==> src/arb_pkg.sv <==
// Shared constants, types and code helper for the external event arbiter.
package arb_pkg;
  localparam int N_IRQ   = 6;
  localparam int N_IFC   = 5;
  localparam int N_VEC   = 8;
  localparam int N_SEL   = 32;
  localparam int ADDR_W  = 5;
  localparam int DATA_W  = 8;
  localparam int CODE_W  = 8;
  localparam int VEC_W   = 3;

  // Vector slots: halt, power fail, then the six device requests.
  localparam logic [VEC_W-1:0] VEC_HALT = 3'h0;
  localparam logic [VEC_W-1:0] VEC_PWR  = 3'h1;
  localparam logic [VEC_W-1:0] VEC_IRQ0 = 3'h2;
  localparam int               POS_HALT = 0;
  localparam int               POS_PWR  = 1;
  localparam int               POS_IRQ0 = 2;

  // Code layout: high field, vector number, low field.
  localparam logic [1:0]        CODE_HI  = 2'h0;
  localparam logic [2:0]        CODE_LO  = 3'h5;
  localparam logic [CODE_W-1:0] CODE_RST = 8'h00;
  localparam logic [DATA_W-1:0] BUS_RST  = 8'h00;

  typedef enum logic {ARB_IDLE, ARB_HOLD} arb_state_t;

  function automatic logic [CODE_W-1:0] vec_code(logic [VEC_W-1:0] v);
    return {CODE_HI, v, CODE_LO};
  endfunction : vec_code
endpackage : arb_pkg

==> src/dsel_if.sv <==
// Carrier between the arbiter top and its device-select decoder.
`timescale 1ns/1ps
`default_nettype none
interface dsel_if;
  import arb_pkg::*;
  logic [ADDR_W-1:0] addr;
  logic              gate;
  logic [N_SEL-1:0]  sel_n;
  modport decoder (input addr, input gate, output sel_n);
  modport user    (output addr, output gate, input sel_n);
endinterface : dsel_if
`default_nettype wire

==> src/select_decoder.sv <==
// Gated 5-to-32 device-select decoder with active-low outputs.
`timescale 1ns/1ps
`default_nettype none
module select_decoder
  import arb_pkg::*;
(
  // Decoder side of the carrier
  dsel_if.decoder ds
);
  logic [N_SEL-1:0] hot;

  always_comb begin
    hot = '0;
    if (ds.gate) begin
      hot[ds.addr] = 1'b1;
    end
  end

  // Outputs are low-true; the inverter stage in the top restores them.
  assign ds.sel_n = ~hot;
endmodule : select_decoder
`default_nettype wire

==> src/external_event_arbiter.sv <==
// External event arbiter with select decoder and parallel input channels.
`timescale 1ns/1ps
`default_nettype none
// Function
// - Watch six device requests, power fail and halt together.
// - Rank pending requests and present an encoded winner to the processor.
// - Halt outranks power fail and every device request.
// - Power fail, ac or dc, outranks every device request.
// - Device request priority is fixed by its input position.
// - Derive a line-frequency sync signal from the ac reference.
// - Decode a five-bit address to one of five inputs or 27 other select lines.
// - Decode 5-to-32 only while gated; each output selects its own slot.
// - A channel drives its word onto the input bus only when selected.
// - Channels give device handshake signals and raise a request on data.
// - At most five input channels, each with one word and one request.
// - Select lines and channel requests are inverted before use.
// - Rising data-ready sets the flag; the select transfer clears it.
// - A recognised request yields an 8-bit code naming one of eight vectors.
module external_event_arbiter
  import arb_pkg::*;
(
  // Clock, reset and enable
  input  wire logic                          core_clk,
  input  wire logic                          rst,
  input  wire logic                          clk_en,
  // External events
  input  wire logic                          halt_req,
  input  wire logic                          pwr_fail_ac,
  input  wire logic                          pwr_fail_dc,
  input  wire logic                          ac_ref,
  input  wire logic                          ext_irq_n,
  // Processor side
  input  wire logic [ADDR_W-1:0]             dev_addr,
  input  wire logic                          sel_gate,
  input  wire logic                          int_ack,
  output logic                               int_req,
  output logic [CODE_W-1:0]                  int_code,
  output logic                               ac_sync,
  output logic [N_SEL-1:0]                   dev_sel,
  output logic [DATA_W-1:0]                  in_bus,
  output logic                               in_bus_oe,
  // Input device side
  input  wire logic [N_IFC-1:0][DATA_W-1:0]  dev_data,
  input  wire logic [N_IFC-1:0]              dev_ready,
  output logic [N_IFC-1:0]                   dev_taken,
  output logic [N_IFC-1:0]                   dev_busy
);
  dsel_if ds ();

  logic [N_IFC-1:0]  take;
  logic [N_IFC-1:0]  rise;
  logic [N_IFC-1:0]  ifc_irq_n;
  logic [N_IRQ-1:0]  irq;
  logic              pwr_fail;
  logic [N_VEC-1:0]  all_req;

  // Decoder and inverter stage.
  assign ds.addr = dev_addr;
  assign ds.gate = sel_gate;

  select_decoder u_dec (
    .ds (ds)
  );

  assign dev_sel = ~ds.sel_n;

  // Input channel i answers to input device address i.
  assign take = dev_sel[N_IFC-1:0];

  // Input channels: request flags, handshake and bus word.
  logic [N_IFC-1:0]  ready_q, ready_d;
  logic [N_IFC-1:0]  flag_q, flag_d;
  logic [N_IFC-1:0]  taken_q, taken_d;
  logic [DATA_W-1:0] bus_q, bus_d;
  logic              oe_q, oe_d;

  assign rise = dev_ready & ~ready_q;

  always_comb begin
    ready_d = dev_ready;
    // A strobe landing in the transfer cycle is kept: the set wins.
    flag_d  = (flag_q & ~take) | rise;
    taken_d = take;
    bus_d   = BUS_RST;
    oe_d    = |take;
    for (int i = 0; i < N_IFC; i++) begin
      if (take[i]) begin
        bus_d = dev_data[i];
      end
    end
  end

  always_ff @(posedge core_clk or posedge rst) begin
    if (rst) begin
      ready_q <= '0;
      flag_q  <= '0;
      taken_q <= '0;
      bus_q   <= BUS_RST;
      oe_q    <= 1'b0;
    end else if (clk_en) begin
      ready_q <= ready_d;
      flag_q  <= flag_d;
      taken_q <= taken_d;
      bus_q   <= bus_d;
      oe_q    <= oe_d;
    end
  end

  assign dev_busy  = flag_q;
  assign dev_taken = taken_q;
  assign in_bus    = bus_q;
  assign in_bus_oe = oe_q;

  // Channel requests leave low-true and are inverted toward the arbiter.
  assign ifc_irq_n = ~flag_q;
  assign irq       = ~{ext_irq_n, ifc_irq_n};
  assign pwr_fail  = pwr_fail_ac | pwr_fail_dc;
  assign all_req   = {irq, pwr_fail, halt_req};

  // Arbiter: lowest slot wins, so halt beats power fail beats devices.
  arb_state_t        state_q, state_d;
  logic [VEC_W-1:0]  vec_q, vec_d;
  logic [CODE_W-1:0] code_q, code_d;
  logic [VEC_W-1:0]  win;

  always_comb begin
    win = VEC_HALT;
    for (int k = N_VEC-1; k >= 0; k--) begin
      if (all_req[k]) begin
        win = VEC_W'(k);
      end
    end
  end

  always_comb begin
    state_d = state_q;
    vec_d   = vec_q;
    code_d  = code_q;
    case (state_q)
      ARB_IDLE: begin
        if (|all_req) begin
          vec_d   = win;
          code_d  = vec_code(win);
          state_d = ARB_HOLD;
        end
      end
      ARB_HOLD: begin
        // A newly raised higher request waits; the code must not shift.
        if (int_ack || !all_req[vec_q]) begin
          state_d = ARB_IDLE;
        end
      end
      default: state_d = ARB_IDLE;
    endcase
  end

  always_ff @(posedge core_clk or posedge rst) begin
    if (rst) begin
      state_q <= ARB_IDLE;
      vec_q   <= VEC_HALT;
      code_q  <= CODE_RST;
    end else if (clk_en) begin
      state_q <= state_d;
      vec_q   <= vec_d;
      code_q  <= code_d;
    end
  end

  assign int_req  = (state_q == ARB_HOLD);
  assign int_code = code_q;

  // Line-frequency sync: one pulse per rising edge of the ac reference.
  logic ac_q, ac_d;
  logic sync_q, sync_d;

  always_comb begin
    ac_d   = ac_ref;
    sync_d = ac_ref & ~ac_q;
  end

  always_ff @(posedge core_clk or posedge rst) begin
    if (rst) begin
      ac_q   <= 1'b0;
      sync_q <= 1'b0;
    end else if (clk_en) begin
      ac_q   <= ac_d;
      sync_q <= sync_d;
    end
  end

  assign ac_sync = sync_q;

  // Checks.
  chk_halt_first: assert property (
    @(posedge core_clk) disable iff (rst)
    clk_en && state_q == ARB_IDLE && halt_req
    |=> int_req && int_code == vec_code(VEC_HALT))
    else $error("halt did not win arbitration");

  chk_pwr_over_irq: assert property (
    @(posedge core_clk) disable iff (rst)
    clk_en && state_q == ARB_IDLE && !halt_req && pwr_fail
    |=> int_code == vec_code(VEC_PWR))
    else $error("power fail did not beat device requests");

  chk_irq_rank: assert property (
    @(posedge core_clk) disable iff (rst)
    clk_en && state_q == ARB_IDLE && !all_req[POS_HALT]
    && !all_req[POS_PWR] && all_req[POS_IRQ0]
    |=> int_code == vec_code(VEC_IRQ0))
    else $error("first device request lost to a lower one");

  chk_code_hold: assert property (
    @(posedge core_clk) disable iff (rst)
    clk_en && int_req && !int_ack && all_req[vec_q]
    |=> int_req && $stable(int_code))
    else $error("held code changed before ack or withdrawal");

  chk_code_drop: assert property (
    @(posedge core_clk) disable iff (rst)
    clk_en && int_req && int_ack |=> !int_req)
    else $error("request stayed up after acknowledge");

  chk_sel_decode: assert property (
    @(posedge core_clk) disable iff (rst)
    sel_gate ? (dev_sel[dev_addr] && $onehot(dev_sel)) : (dev_sel == '0))
    else $error("select lines do not match gated address");

  chk_flag_set: assert property (
    @(posedge core_clk) disable iff (rst)
    clk_en && rise != '0 |=> (dev_busy & $past(rise)) == $past(rise))
    else $error("data-ready edge did not set the flag");

  chk_flag_clear: assert property (
    @(posedge core_clk) disable iff (rst)
    clk_en && (take & ~rise) != '0
    |=> (dev_busy & $past(take & ~rise)) == '0)
    else $error("transfer did not clear the flag");

  chk_bus_gate: assert property (
    @(posedge core_clk) disable iff (rst)
    clk_en |=> in_bus_oe == $past(|take)
    && (in_bus_oe || in_bus == BUS_RST))
    else $error("input bus driven without a select");

  chk_ac_sync: assert property (
    @(posedge core_clk) disable iff (rst)
    clk_en |=> ac_sync == ($past(ac_ref) && !$past(ac_q)))
    else $error("ac sync pulse wrong");
endmodule : external_event_arbiter
`default_nettype wire

==> config.mk <==
export PLATFORM = sky130hd
export DESIGN_NAME = external_event_arbiter
export DESIGN_NICKNAME = d
export VERILOG_FILES = /design/src/arb_pkg.sv /design/src/dsel_if.sv /design/src/select_decoder.sv /design/src/external_event_arbiter.sv
export SDC_FILE = /design/constraint.sdc
export NUM_CORES = 1
export LEC_CHECK = 0
export ABC_CLOCK_PERIOD_IN_PS = 1700
export BUFFER_PORTS_ARGS = -buffer_cell sky130_fd_sc_hd__buf_2
export CORE_ASPECT_RATIO = 0.6
export CORE_MARGIN = 2
export CORE_UTILIZATION = 39
export DETAILED_ROUTE_END_ITERATION = 8
export HOLD_SLACK_MARGIN = 0.02
export PLACE_DENSITY = 0.84
export SYNTH_ARGS = -nofsm -noshare
export SYNTH_HDL_FRONTEND = slang
export SYNTH_SLANG_ARGS = --single-unit
==> constraint.sdc <==
create_clock -name core_clk -period 1.7 [get_ports core_clk]
set_input_delay 0.34 -clock core_clk [delete_from_list [all_inputs] [get_ports core_clk]]
set_output_delay 0.34 -clock core_clk [all_outputs]
set_load 0.05 [all_outputs]
---- After elaboration in Yosys (flattened, before gate mapping) ----
Index checks and enable logic that the tools add are counted.
word-level totals
  flip-flop bits (word level) ............. 35
  input bits .............................. 60
  output and inout bits ................... 61
  logic and storage cells ................. 53
operators by class
  order comparisons ....................... 3
  multiplexer cells ....................... 21
  bitwise gates (word level) .............. 13
  reduce and logical (&&, ||, !) cells .... 6
operators with widths
  kind                                                                                  count
  32-bit inverter                                                                       2
  8-bit two-way mux                                                                     5
  32-bit two-way mux                                                                    1
  3-bit two-way mux                                                                     8
  5-bit inverter                                                                        3
  5-bit bitwise AND                                                                     2
  8-bit OR reduction                                                                    1
  5-bit by 6-bit less-than comparator with 1-bit output (second input constant)         1
  6-bit inverter                                                                        1
  1-bit demux with 5-bit select                                                         1
  5-bit by 1-bit greater-or-equal comparator with 1-bit output (second input constant)  1
  5-bit OR                                                                              1
  5-bit OR reduction                                                                    1
  3-bit by 4-bit less-than comparator with 1-bit output (second input constant)         1
  1-bit two-way mux                                                                     4
  1-bit binary-select mux with 3-bit select                                             1
  3-bit AND reduction                                                                   1
  1-bit inverter                                                                        2
  1-bit case mux with 2 select lines                                                    1
  1-bit bitwise AND                                                                     1
  1-bit logical AND                                                                     1
  1-bit logical NOT                                                                     1
  1-bit logical OR                                                                      1
  1-bit OR                                                                              1

---- Longest topological paths before layout ----
Gate-level depths: netlist of run 1.
  depth after elaboration ................. 12
  mapped depth ............................ 8
  depth with buffers taken out ............ 5

---- Modules after synthesis ----
From an unflattened synthesis of run 1, not the netlist that was laid out.
unflattened totals
  cells, all modules ...................... 265
  area total of the unflattened synthesis .. 2055.7 um2
modules (own cells, without submodules)
  module                  instances  cells each  area an instance (um2)  sequential area each (um2)
  external_event_arbiter  1          218         1798.0                  775.7
  select_decoder          1          47          257.7                   0.0

---- Worst setup path before layout of run 1 ----
OpenSTA, ideal clock, no wires.
  path kind ............................... in2out
  start point ............................. in dev_addr[4]
  end point ............................... out dev_sel[5]
  data arrival time ....................... 1.644 ns
  data required time ...................... 1.360 ns
  path slack .............................. -0.284 ns
  stages .................................. 4
  buffers on the path ..................... 2
  cell sequence ........................... buf_2 or3b_1 clkbuf_1 nor2_1
between the ends
  cells in the longest elaborated chain, start to end .. 7
  elaborated cells on any way between the ends .. 8
  classes of those cells .................. order compare (2); mux (3); bitwise (2); reduce/logical (1)
RTL lines
  what                                                                                                                                                         line                          text
  start: declaration                                                                                                                                           external_event_arbiter.sv:33  input wire logic [ADDR_W-1:0] dev_addr,
  5-bit by 6-bit less-than comparator with 1-bit output (implied by the code) or 5-bit by 1-bit greater-or-equal comparator with 1-bit output (tied branches)  select_decoder.sv:15          hot[ds.addr] = 1'b1;
  1-bit logical AND (implied by the code)                                                                                                                      select_decoder.sv:15
  1-bit two-way mux (implied by the code)                                                                                                                      select_decoder.sv:15
  1-bit demux with 5-bit select *                                                                                                                              -
  32-bit two-way mux *                                                                                                                                         select_decoder.sv:14          if (ds.gate) begin
  32-bit inverter *                                                                                                                                            select_decoder.sv:20          assign ds.sel_n = ~hot;
  32-bit inverter *                                                                                                                                            external_event_arbiter.sv:65  assign dev_sel = ~ds.sel_n;
  end: declaration                                                                                                                                             external_event_arbiter.sv:39  output logic [N_SEL-1:0] dev_sel,
Mark *: on every way between the ends. The rest lies on a longest branch, timed or not.

---- Worst setup path in the final report of run 1 ----
  start point ............................. in dev_addr[0]
  end point ............................... out dev_sel[20]
The elaborated chain is that of the path after synthesis.

==> results.py, run 1 <==
metrics = {
    "timing": {
        "post-route-period-util_pct": 100.3,
        "slew_headroom_pct": 64.10,
        "tightest_slew_ps": 531.5,
        "max_freq_mhz": 586.2,
        "setup_ws_ps": -5.803,
        "rsz0062_at_grt": "true",
        "finalMaxSlewViolations": 0,
        "setup_tns_ps": -5.803,
        "post-route-min-period_ps": 1706,
        "clock_skew_ps": 1.149,
        "hold_viol_final": 0,
        "setup_violations": 1,
    },
    "yosys": {
        "synth-seq-area-share_pct": 40.52,
        "ys_types": 38,
        "synthArstFlopShare_pct": 100.0,
        "yosysWarnings": 0,
        "syn_area_per_cell_um2": 8.396,
        "netlist_area_um2": 1914,
        "ys_ff_latch": 31,
        "synth_edf_count": 0,
        "synth-main-ff-cell": "dfrtp_1",
        "syn_inst": 228,
    },
    "place": {
        "globalplace.congestion": 0.7952,
        "place.detailed.hpwl_um": 4787,
        "place_inst": 418,
        "io_buffers": 117,
        "placed_cell_area_um2": 2803,
    },
    "routing": {
        "vias_per_cell": 5.028,
        "vias": 2142,
        "top_layer_used": "met4",
        "drt_iter0_drc": 94,
        "wl_met3_um": 539,
        "first_pass_iters": 4,
        "ant_nets": 0,
        "routed_wl_um": 6297,
        "drt-met1-wl_um": 2831,
        "drc": 0,
        "detail_route.wl_per_cell_um": 14.78,
        "dr_wl_met2_um": 2867,
    },
    "power_and_ir_drop": {
        "clockPowerShare_pct": 24.9,
        "pwr-share-comb_pct": 35.0,
        "power.switching_mw": 0.8162,
        "p_leak_nw": 1.459,
        "peakVddDrop_uv": 379.9,
        "p_total_mw": 2.179,
        "p_int_mw": 1.362,
        "powerDensity_nw_per_um2": 708.1,
        "seqPwrFrac_pct": 40.2,
        "p_sw_share_pct": 37.47,
    },
    "worst_setup_path": {
        "critical-path-top-delay-family": "simple AND/OR/NAND/NOR gates",
        "required_ps": 1360,
        "r2r_setup_slack_ps": 180,
        "cpPeakStageDelay_ps": 400,
        "cp-start-kind": "input pin",
        "slowest_stage": "or3b_4",
        "cp-end-kind": "primary output",
        "crit_type": "input pin to primary output",
        "path_cells": "buf_2 -> or3b_4 -> buf_4 -> nor2_1 -> buf_6",
        "path_buf_inv": 3,
        "crit_arrival_ps": 1370,
        "worstPathMaxFanout": 6,
    },
    "die": {
        "coreArea_um2": 4636,
        "start_util_pct": 41.30,
        "ios": 121,
        "num_rows": 19,
        "dieArea_um2": 5504,
        "die_w_um": 94.45,
        "die_h_um": 58.27,
    },
    "global_routing": {
        "track_usage_pct": 23.19,
        "grt_pass1_vias": 2064,
        "grt_antenna_before_repair": 0,
        "grt_pass1_wl_um": 9694,
        "grt_max_degree": 37,
        "grt_remaining_overflow": 0,
    },
    "finish": {
        "fillCellCount": 398,
        "num-nets-final": 422,
        "design_area_um2": 3077,
        "final_cell_mix": "buf_2 (88), buf_4 (32), dfrtp_1 (31)",
        "insertedDiodeCount": 0,
        "fin_util_pct": 66.37,
        "final_cells": 426,
        "drive_gt1_share_pct": 51.24,
        "syn2layout_area_growth_pct": 60.72,
        "layout_commonest_cell": "buf_2",
    },
    "outcome": {
        "status": "complete, but fails checks",
        "violations": "negative setup slack",
    },
    "flow_run": {
        "drv_cap": 0,
    },
    "cts": {
        "cts_buffer_depth": 2,
        "cts_hold_buffers": 0,
        "clk_pin_slew_worst_paths_ps": 60,
        "htree_levels": 2,
        "cts_tree": "yes",
        "clock_sinks": 31,
        "clkLatencyLatePin_ps": 270,
        "cts_made_buffers": 5,
        "cts_root_buf": "clkbuf_8",
    },
    "min_path": {
        "hold_class": "input pin to asynchronous set/reset pin",
    },
}
power groups by stage:
stage | Clock [mW] | Combinational (mW) | Sequential, mW
global route | 0.604 | 0.818 | 0.888
global placement | 0 | 0.729 | 0.884
floorplan | 0 | 0.318 | 1.10
CTS | 0.559 | 0.751 | 0.876
detailed placement | 0 | 0.742 | 0.889
finish | 0.542 | 0.761 | 0.875
worst min-delay path, stage by stage:
cell and delay (ps):
buf_2 90, inv_1 40, buf_4 340
layout make-up:
cell class,instances,area [µm²],share of cell area (%)
multi-input cells,165,1112,36.15
repair buffers,143,953.4,30.99
flip-flops and latches,31,775.7,25.21
well taps,63,78.83,2.562
inverters,16,72.57,2.359
clock buffers,5,68.82,2.237
clock inverters,3,15.01,0.4880
registers in the layout, summed over array words and instances, names as in the netlist:
register / count
in_bus: 8
in_bus_oe: 1
dev_busy: 5
int_req: 1
vec_q: 3
dev_taken: 5
int_code: 1
ready_q: 5
ac_sync: 1
ac_q: 1
path summary, 6_finish.rpt:
kind	start	endpoint	cells past startpoint
max reg2reg	int_req	vec_q[0]	3
min reg2reg	ready_q[2]	dev_busy[2]	1
max	dev_addr[0]	dev_sel[20]	5
min in group core_clk	ac_ref	ac_sync	2
min	rst	in_bus[6]	3
max in group asynchronous	rst	vec_q[1]	3
metal layers:
layer / vias up / track usage, %
met5: - / 0
met4: 0 / 6.004
met3: 8 / 7.152
met2: 87 / 37.76
met1: 991 / 30.48
li1: 1056 / -
cells in the mapped netlist (6+ instances only):
library cell | count | share of area, %
nor2b_1 | 17 | 5.6
inv_1 | 15 | 2.9
dfrtp_1 | 31 | 41
nand2_1 | 10 | 2.0
o21ai_0 | 7 | 1.8
buf_2 | 6 | 1.6
nor2_1 | 45 | 8.8
o31ai_1 | 9 | 3.5
a2bb2oi_1 | 8 | 3.7
o21ai_1 | 8 | 2.1
a31oi_1 | 8 | 2.6
o22ai_1 | 8 | 2.6
cell families after synthesis:
family | synth area share [%]
DFF | 40.52
other | 0.1959
muxes | 4.052
AOI/OAI and AO/OA | 21.05
and+or+nand+nor | 25.49
buffers and inverters | 8.692
through the flow:
stage	setup WS, ps	hold slack (ps)
2_1_floorplan	-220.0	415.7
3_3_place_gp	-172.8	421.4
3_5_place_dp	-171.8	435.7
4_1_cts	0.8410	136.3
5_1_grt	-25.43	153.0
6_report	-5.803	125.3
timing repair:
action                     in CTS  in global routing
gates cloned                    0                  0
setup buffers                   0                  0
resized for setup              31                 35
pin swaps                       1                  3
setup endpoints to repair      21                 21
(Power assumes the default switching activity.)
==> inputs of run 2 (changes only) <==
--- a/config.mk
+++ b/config.mk
@@ -12,6 +12,7 @@
 export CORE_UTILIZATION = 39
 export DETAILED_ROUTE_END_ITERATION = 8
 export HOLD_SLACK_MARGIN = 0.02
+export MAX_ROUTING_LAYER = met4
 export PLACE_DENSITY = 0.84
 export SYNTH_ARGS = -nofsm -noshare
 export SYNTH_HDL_FRONTEND = slang
==> run 2 against run 1 <==
Hold slack about the same. Global-route usage increased by 0.73 points. Routed wire length about the same. Worst setup slack got worse by 3.2 ps. Combinational power about the same. Count of clock-buffer cells in the layout unchanged. Maximum frequency decreased by 0.19%. Cell count unchanged. The run still ends with negative setup slack left. Via count increased by 0.93%. Core utilization decreased by 0.11 points.
==> results.py, run 2 (synthesis gave the netlist of run 1 again) <==
metrics = {
    "routing": {
        "first_pass_iters": 4,
        "drc": 0,
        "vias_per_cell": 5.075,
        "ant_nets": 0,
        "vias": 2162,
        "drt_iter0_drc": 110,
        "detail_route.wl_per_cell_um": 14.78,
        "routed_wl_um": 6296,
    },
    "timing": {
        "rsz0062_at_grt": "true",
        "hold_viol_final": 0,
        "post-route-period-util_pct": 100.5,
        "setup_violations": 1,
        "tightest_slew_ps": 531.5,
        "slew_headroom_pct": 64.10,
        "clock_skew_ps": 1.278,
        "holdWs_ps": 125.1,
        "post-route-min-period_ps": 1709,
        "max_freq_mhz": 585.1,
        "setup_tns_ps": -9.051,
        "setup_ws_ps": -9.051,
        "finalMaxSlewViolations": 0,
    },
    "power_and_ir_drop": {
        "pwr-share-comb_pct": 34.9,
        "power.switching_mw": 0.8170,
        "p_sw_share_pct": 37.52,
        "seqPwrFrac_pct": 40.2,
        "p_leak_nw": 1.457,
        "p_int_mw": 1.360,
        "peakVddDrop_uv": 380.2,
        "powerDensity_nw_per_um2": 708.8,
        "clockPowerShare_pct": 24.9,
    },
    "global_routing": {
        "grt_use_met1_pct": 31.05,
        "grt_pass1_wl_um": 9680,
        "grt_antenna_before_repair": 0,
        "grt_pass1_vias": 2070,
        "grt_busiest_layer": "met2",
        "met3_usage_pct": 6.242,
        "grt_remaining_overflow": 0,
        "grt_use_met2_pct": 37.76,
        "grt_max_degree": 37,
        "track_usage_pct": 23.91,
    },
    "place": {
        "dpl_worst_slack_ps": -171.8,
        "globalplace.congestion": 0.8065,
        "place.detailed.hpwl_um": 4787,
        "placed_cell_area_um2": 2803,
        "io_buffers": 117,
    },
    "worst_setup_path": {
        "crit_arrival_ps": 1370,
        "cpPeakStageDelay_ps": 400,
        "critical-path-top-delay-family": "simple AND/OR/NAND/NOR gates",
        "path_buf_inv": 3,
        "crit_type": "input pin to primary output",
        "cp-end-kind": "primary output",
        "required_ps": 1360,
        "slowest_stage": "or3b_4",
        "cp-start-kind": "input pin",
        "path_cells": "buf_2 -> or3b_4 -> buf_4 -> nor2_1 -> buf_6",
        "worstPathMaxFanout": 6,
    },
    "die": {
        "start_util_pct": 41.30,
        "die_h_um": 58.27,
        "die_w_um": 94.45,
        "ios": 121,
        "num_rows": 19,
        "dieArea_um2": 5504,
        "coreArea_um2": 4636,
    },
    "finish": {
        "layout_commonest_cell": "buf_2",
        "design_area_um2": 3072,
        "final_cell_mix": "buf_2 (90), dfrtp_1 (31), buf_4 (30)",
        "fillCellCount": 402,
        "drive_gt1_share_pct": 51.24,
        "largest_reg_flops": 8,
        "insertedDiodeCount": 0,
        "num-nets-final": 422,
        "fin_util_pct": 66.26,
        "syn2layout_area_growth_pct": 60.46,
    },
    "cts": {
        "clkLatencyLatePin_ps": 270,
        "cts_made_buffers": 5,
        "clock_sinks": 31,
        "cts_root_buf": "clkbuf_8",
        "cts_buffer_depth": 2,
        "clk_pin_slew_worst_paths_ps": 60,
        "cts_tree": "yes",
        "htree_levels": 2,
    },
    "min_path": {
        "hold_class": "input pin to asynchronous set/reset pin",
    },
    "outcome": {
        "status": "complete, but fails checks",
        "violations": "negative setup slack",
    },
    "flow_run": {
        "drv_cap": 0,
    },
}
run 2: cell counts in the layout (fill, tap and decap cells not counted):
Identical to the previous run, type by type.
run 2: path summary, 6_finish.rpt:
| check | depth (start not counted) | endpoint | slack [ps] | startpoint |
|---|---|---|---|---|
| worst max-delay path | 5 | dev_sel[20] | -9 | dev_addr[0] |
| worst min-delay path | 3 | in_bus[6] | 130 | rst |
| worst max register to register | 3 | vec_q[0] | 180 | int_req |
| worst min register to register | 1 | dev_busy[2] | 440 | ready_q[2] |
| max in group asynchronous | 3 | vec_q[1] | 1280 | rst |
| min in group core_clk | 2 | ac_sync | 300 | ac_ref |
run 2: power groups by stage:
stage | logic, mW | clock network, mW | registers, mW
after floorplan | 0.318 | 0 | 1.10
after global placement | 0.729 | 0 | 0.884
after detailed placement | 0.742 | 0 | 0.889
after CTS | 0.751 | 0.559 | 0.876
after global routing | 0.817 | 0.604 | 0.888
final | 0.759 | 0.543 | 0.876
run 2: worst register-to-register path: cells and delay by family (launching register included):
family	cells	cell delay, ps
multiplexers	1	390
flip-flops	1	400
AO/OA/AOI/OAI	1	450
AND/OR/NAND/NOR	1	180
run 2: area by class of cell:
type / instances / area, µm² / area share (%)
Multi-Input combinational cell: 165 / 1112 / 36.21
Timing Repair Buffer: 143 / 948.4 / 30.88
Sequential cell: 31 / 775.7 / 25.25
Tap cell: 63 / 78.83 / 2.566
Inverter: 16 / 72.57 / 2.363
Clock buffer: 5 / 68.82 / 2.240
Clock inverter: 3 / 15.01 / 0.4888
run 2: per-stage QoR:
stage	power (mW)	std cells
6_report	2.177	426
5_1_grt	2.309	426
4_1_cts	2.186	426
3_5_place_dp	1.631	418
3_3_place_gp	1.613	418
2_1_floorplan	1.415	230
run 2: what timing repair did:
action                                  4_1_cts  5_1_grt
endpoints found under the setup margin       21       21
pin swaps                                     1        1
gates resized for setup                      31       31
setup buffers                                 0        0
hold buffers                                  0        0
run 2: per-layer routing:
| layer | wire length (µm) | vias to the layer above |
|---|---|---|
| met5 | 0 | - |
| met4 | 60 | 0 |
| met3 | 509 | 8 |
| met2 | 2876 | 99 |
| met1 | 2849 | 1001 |
| li1 | - | 1054 |
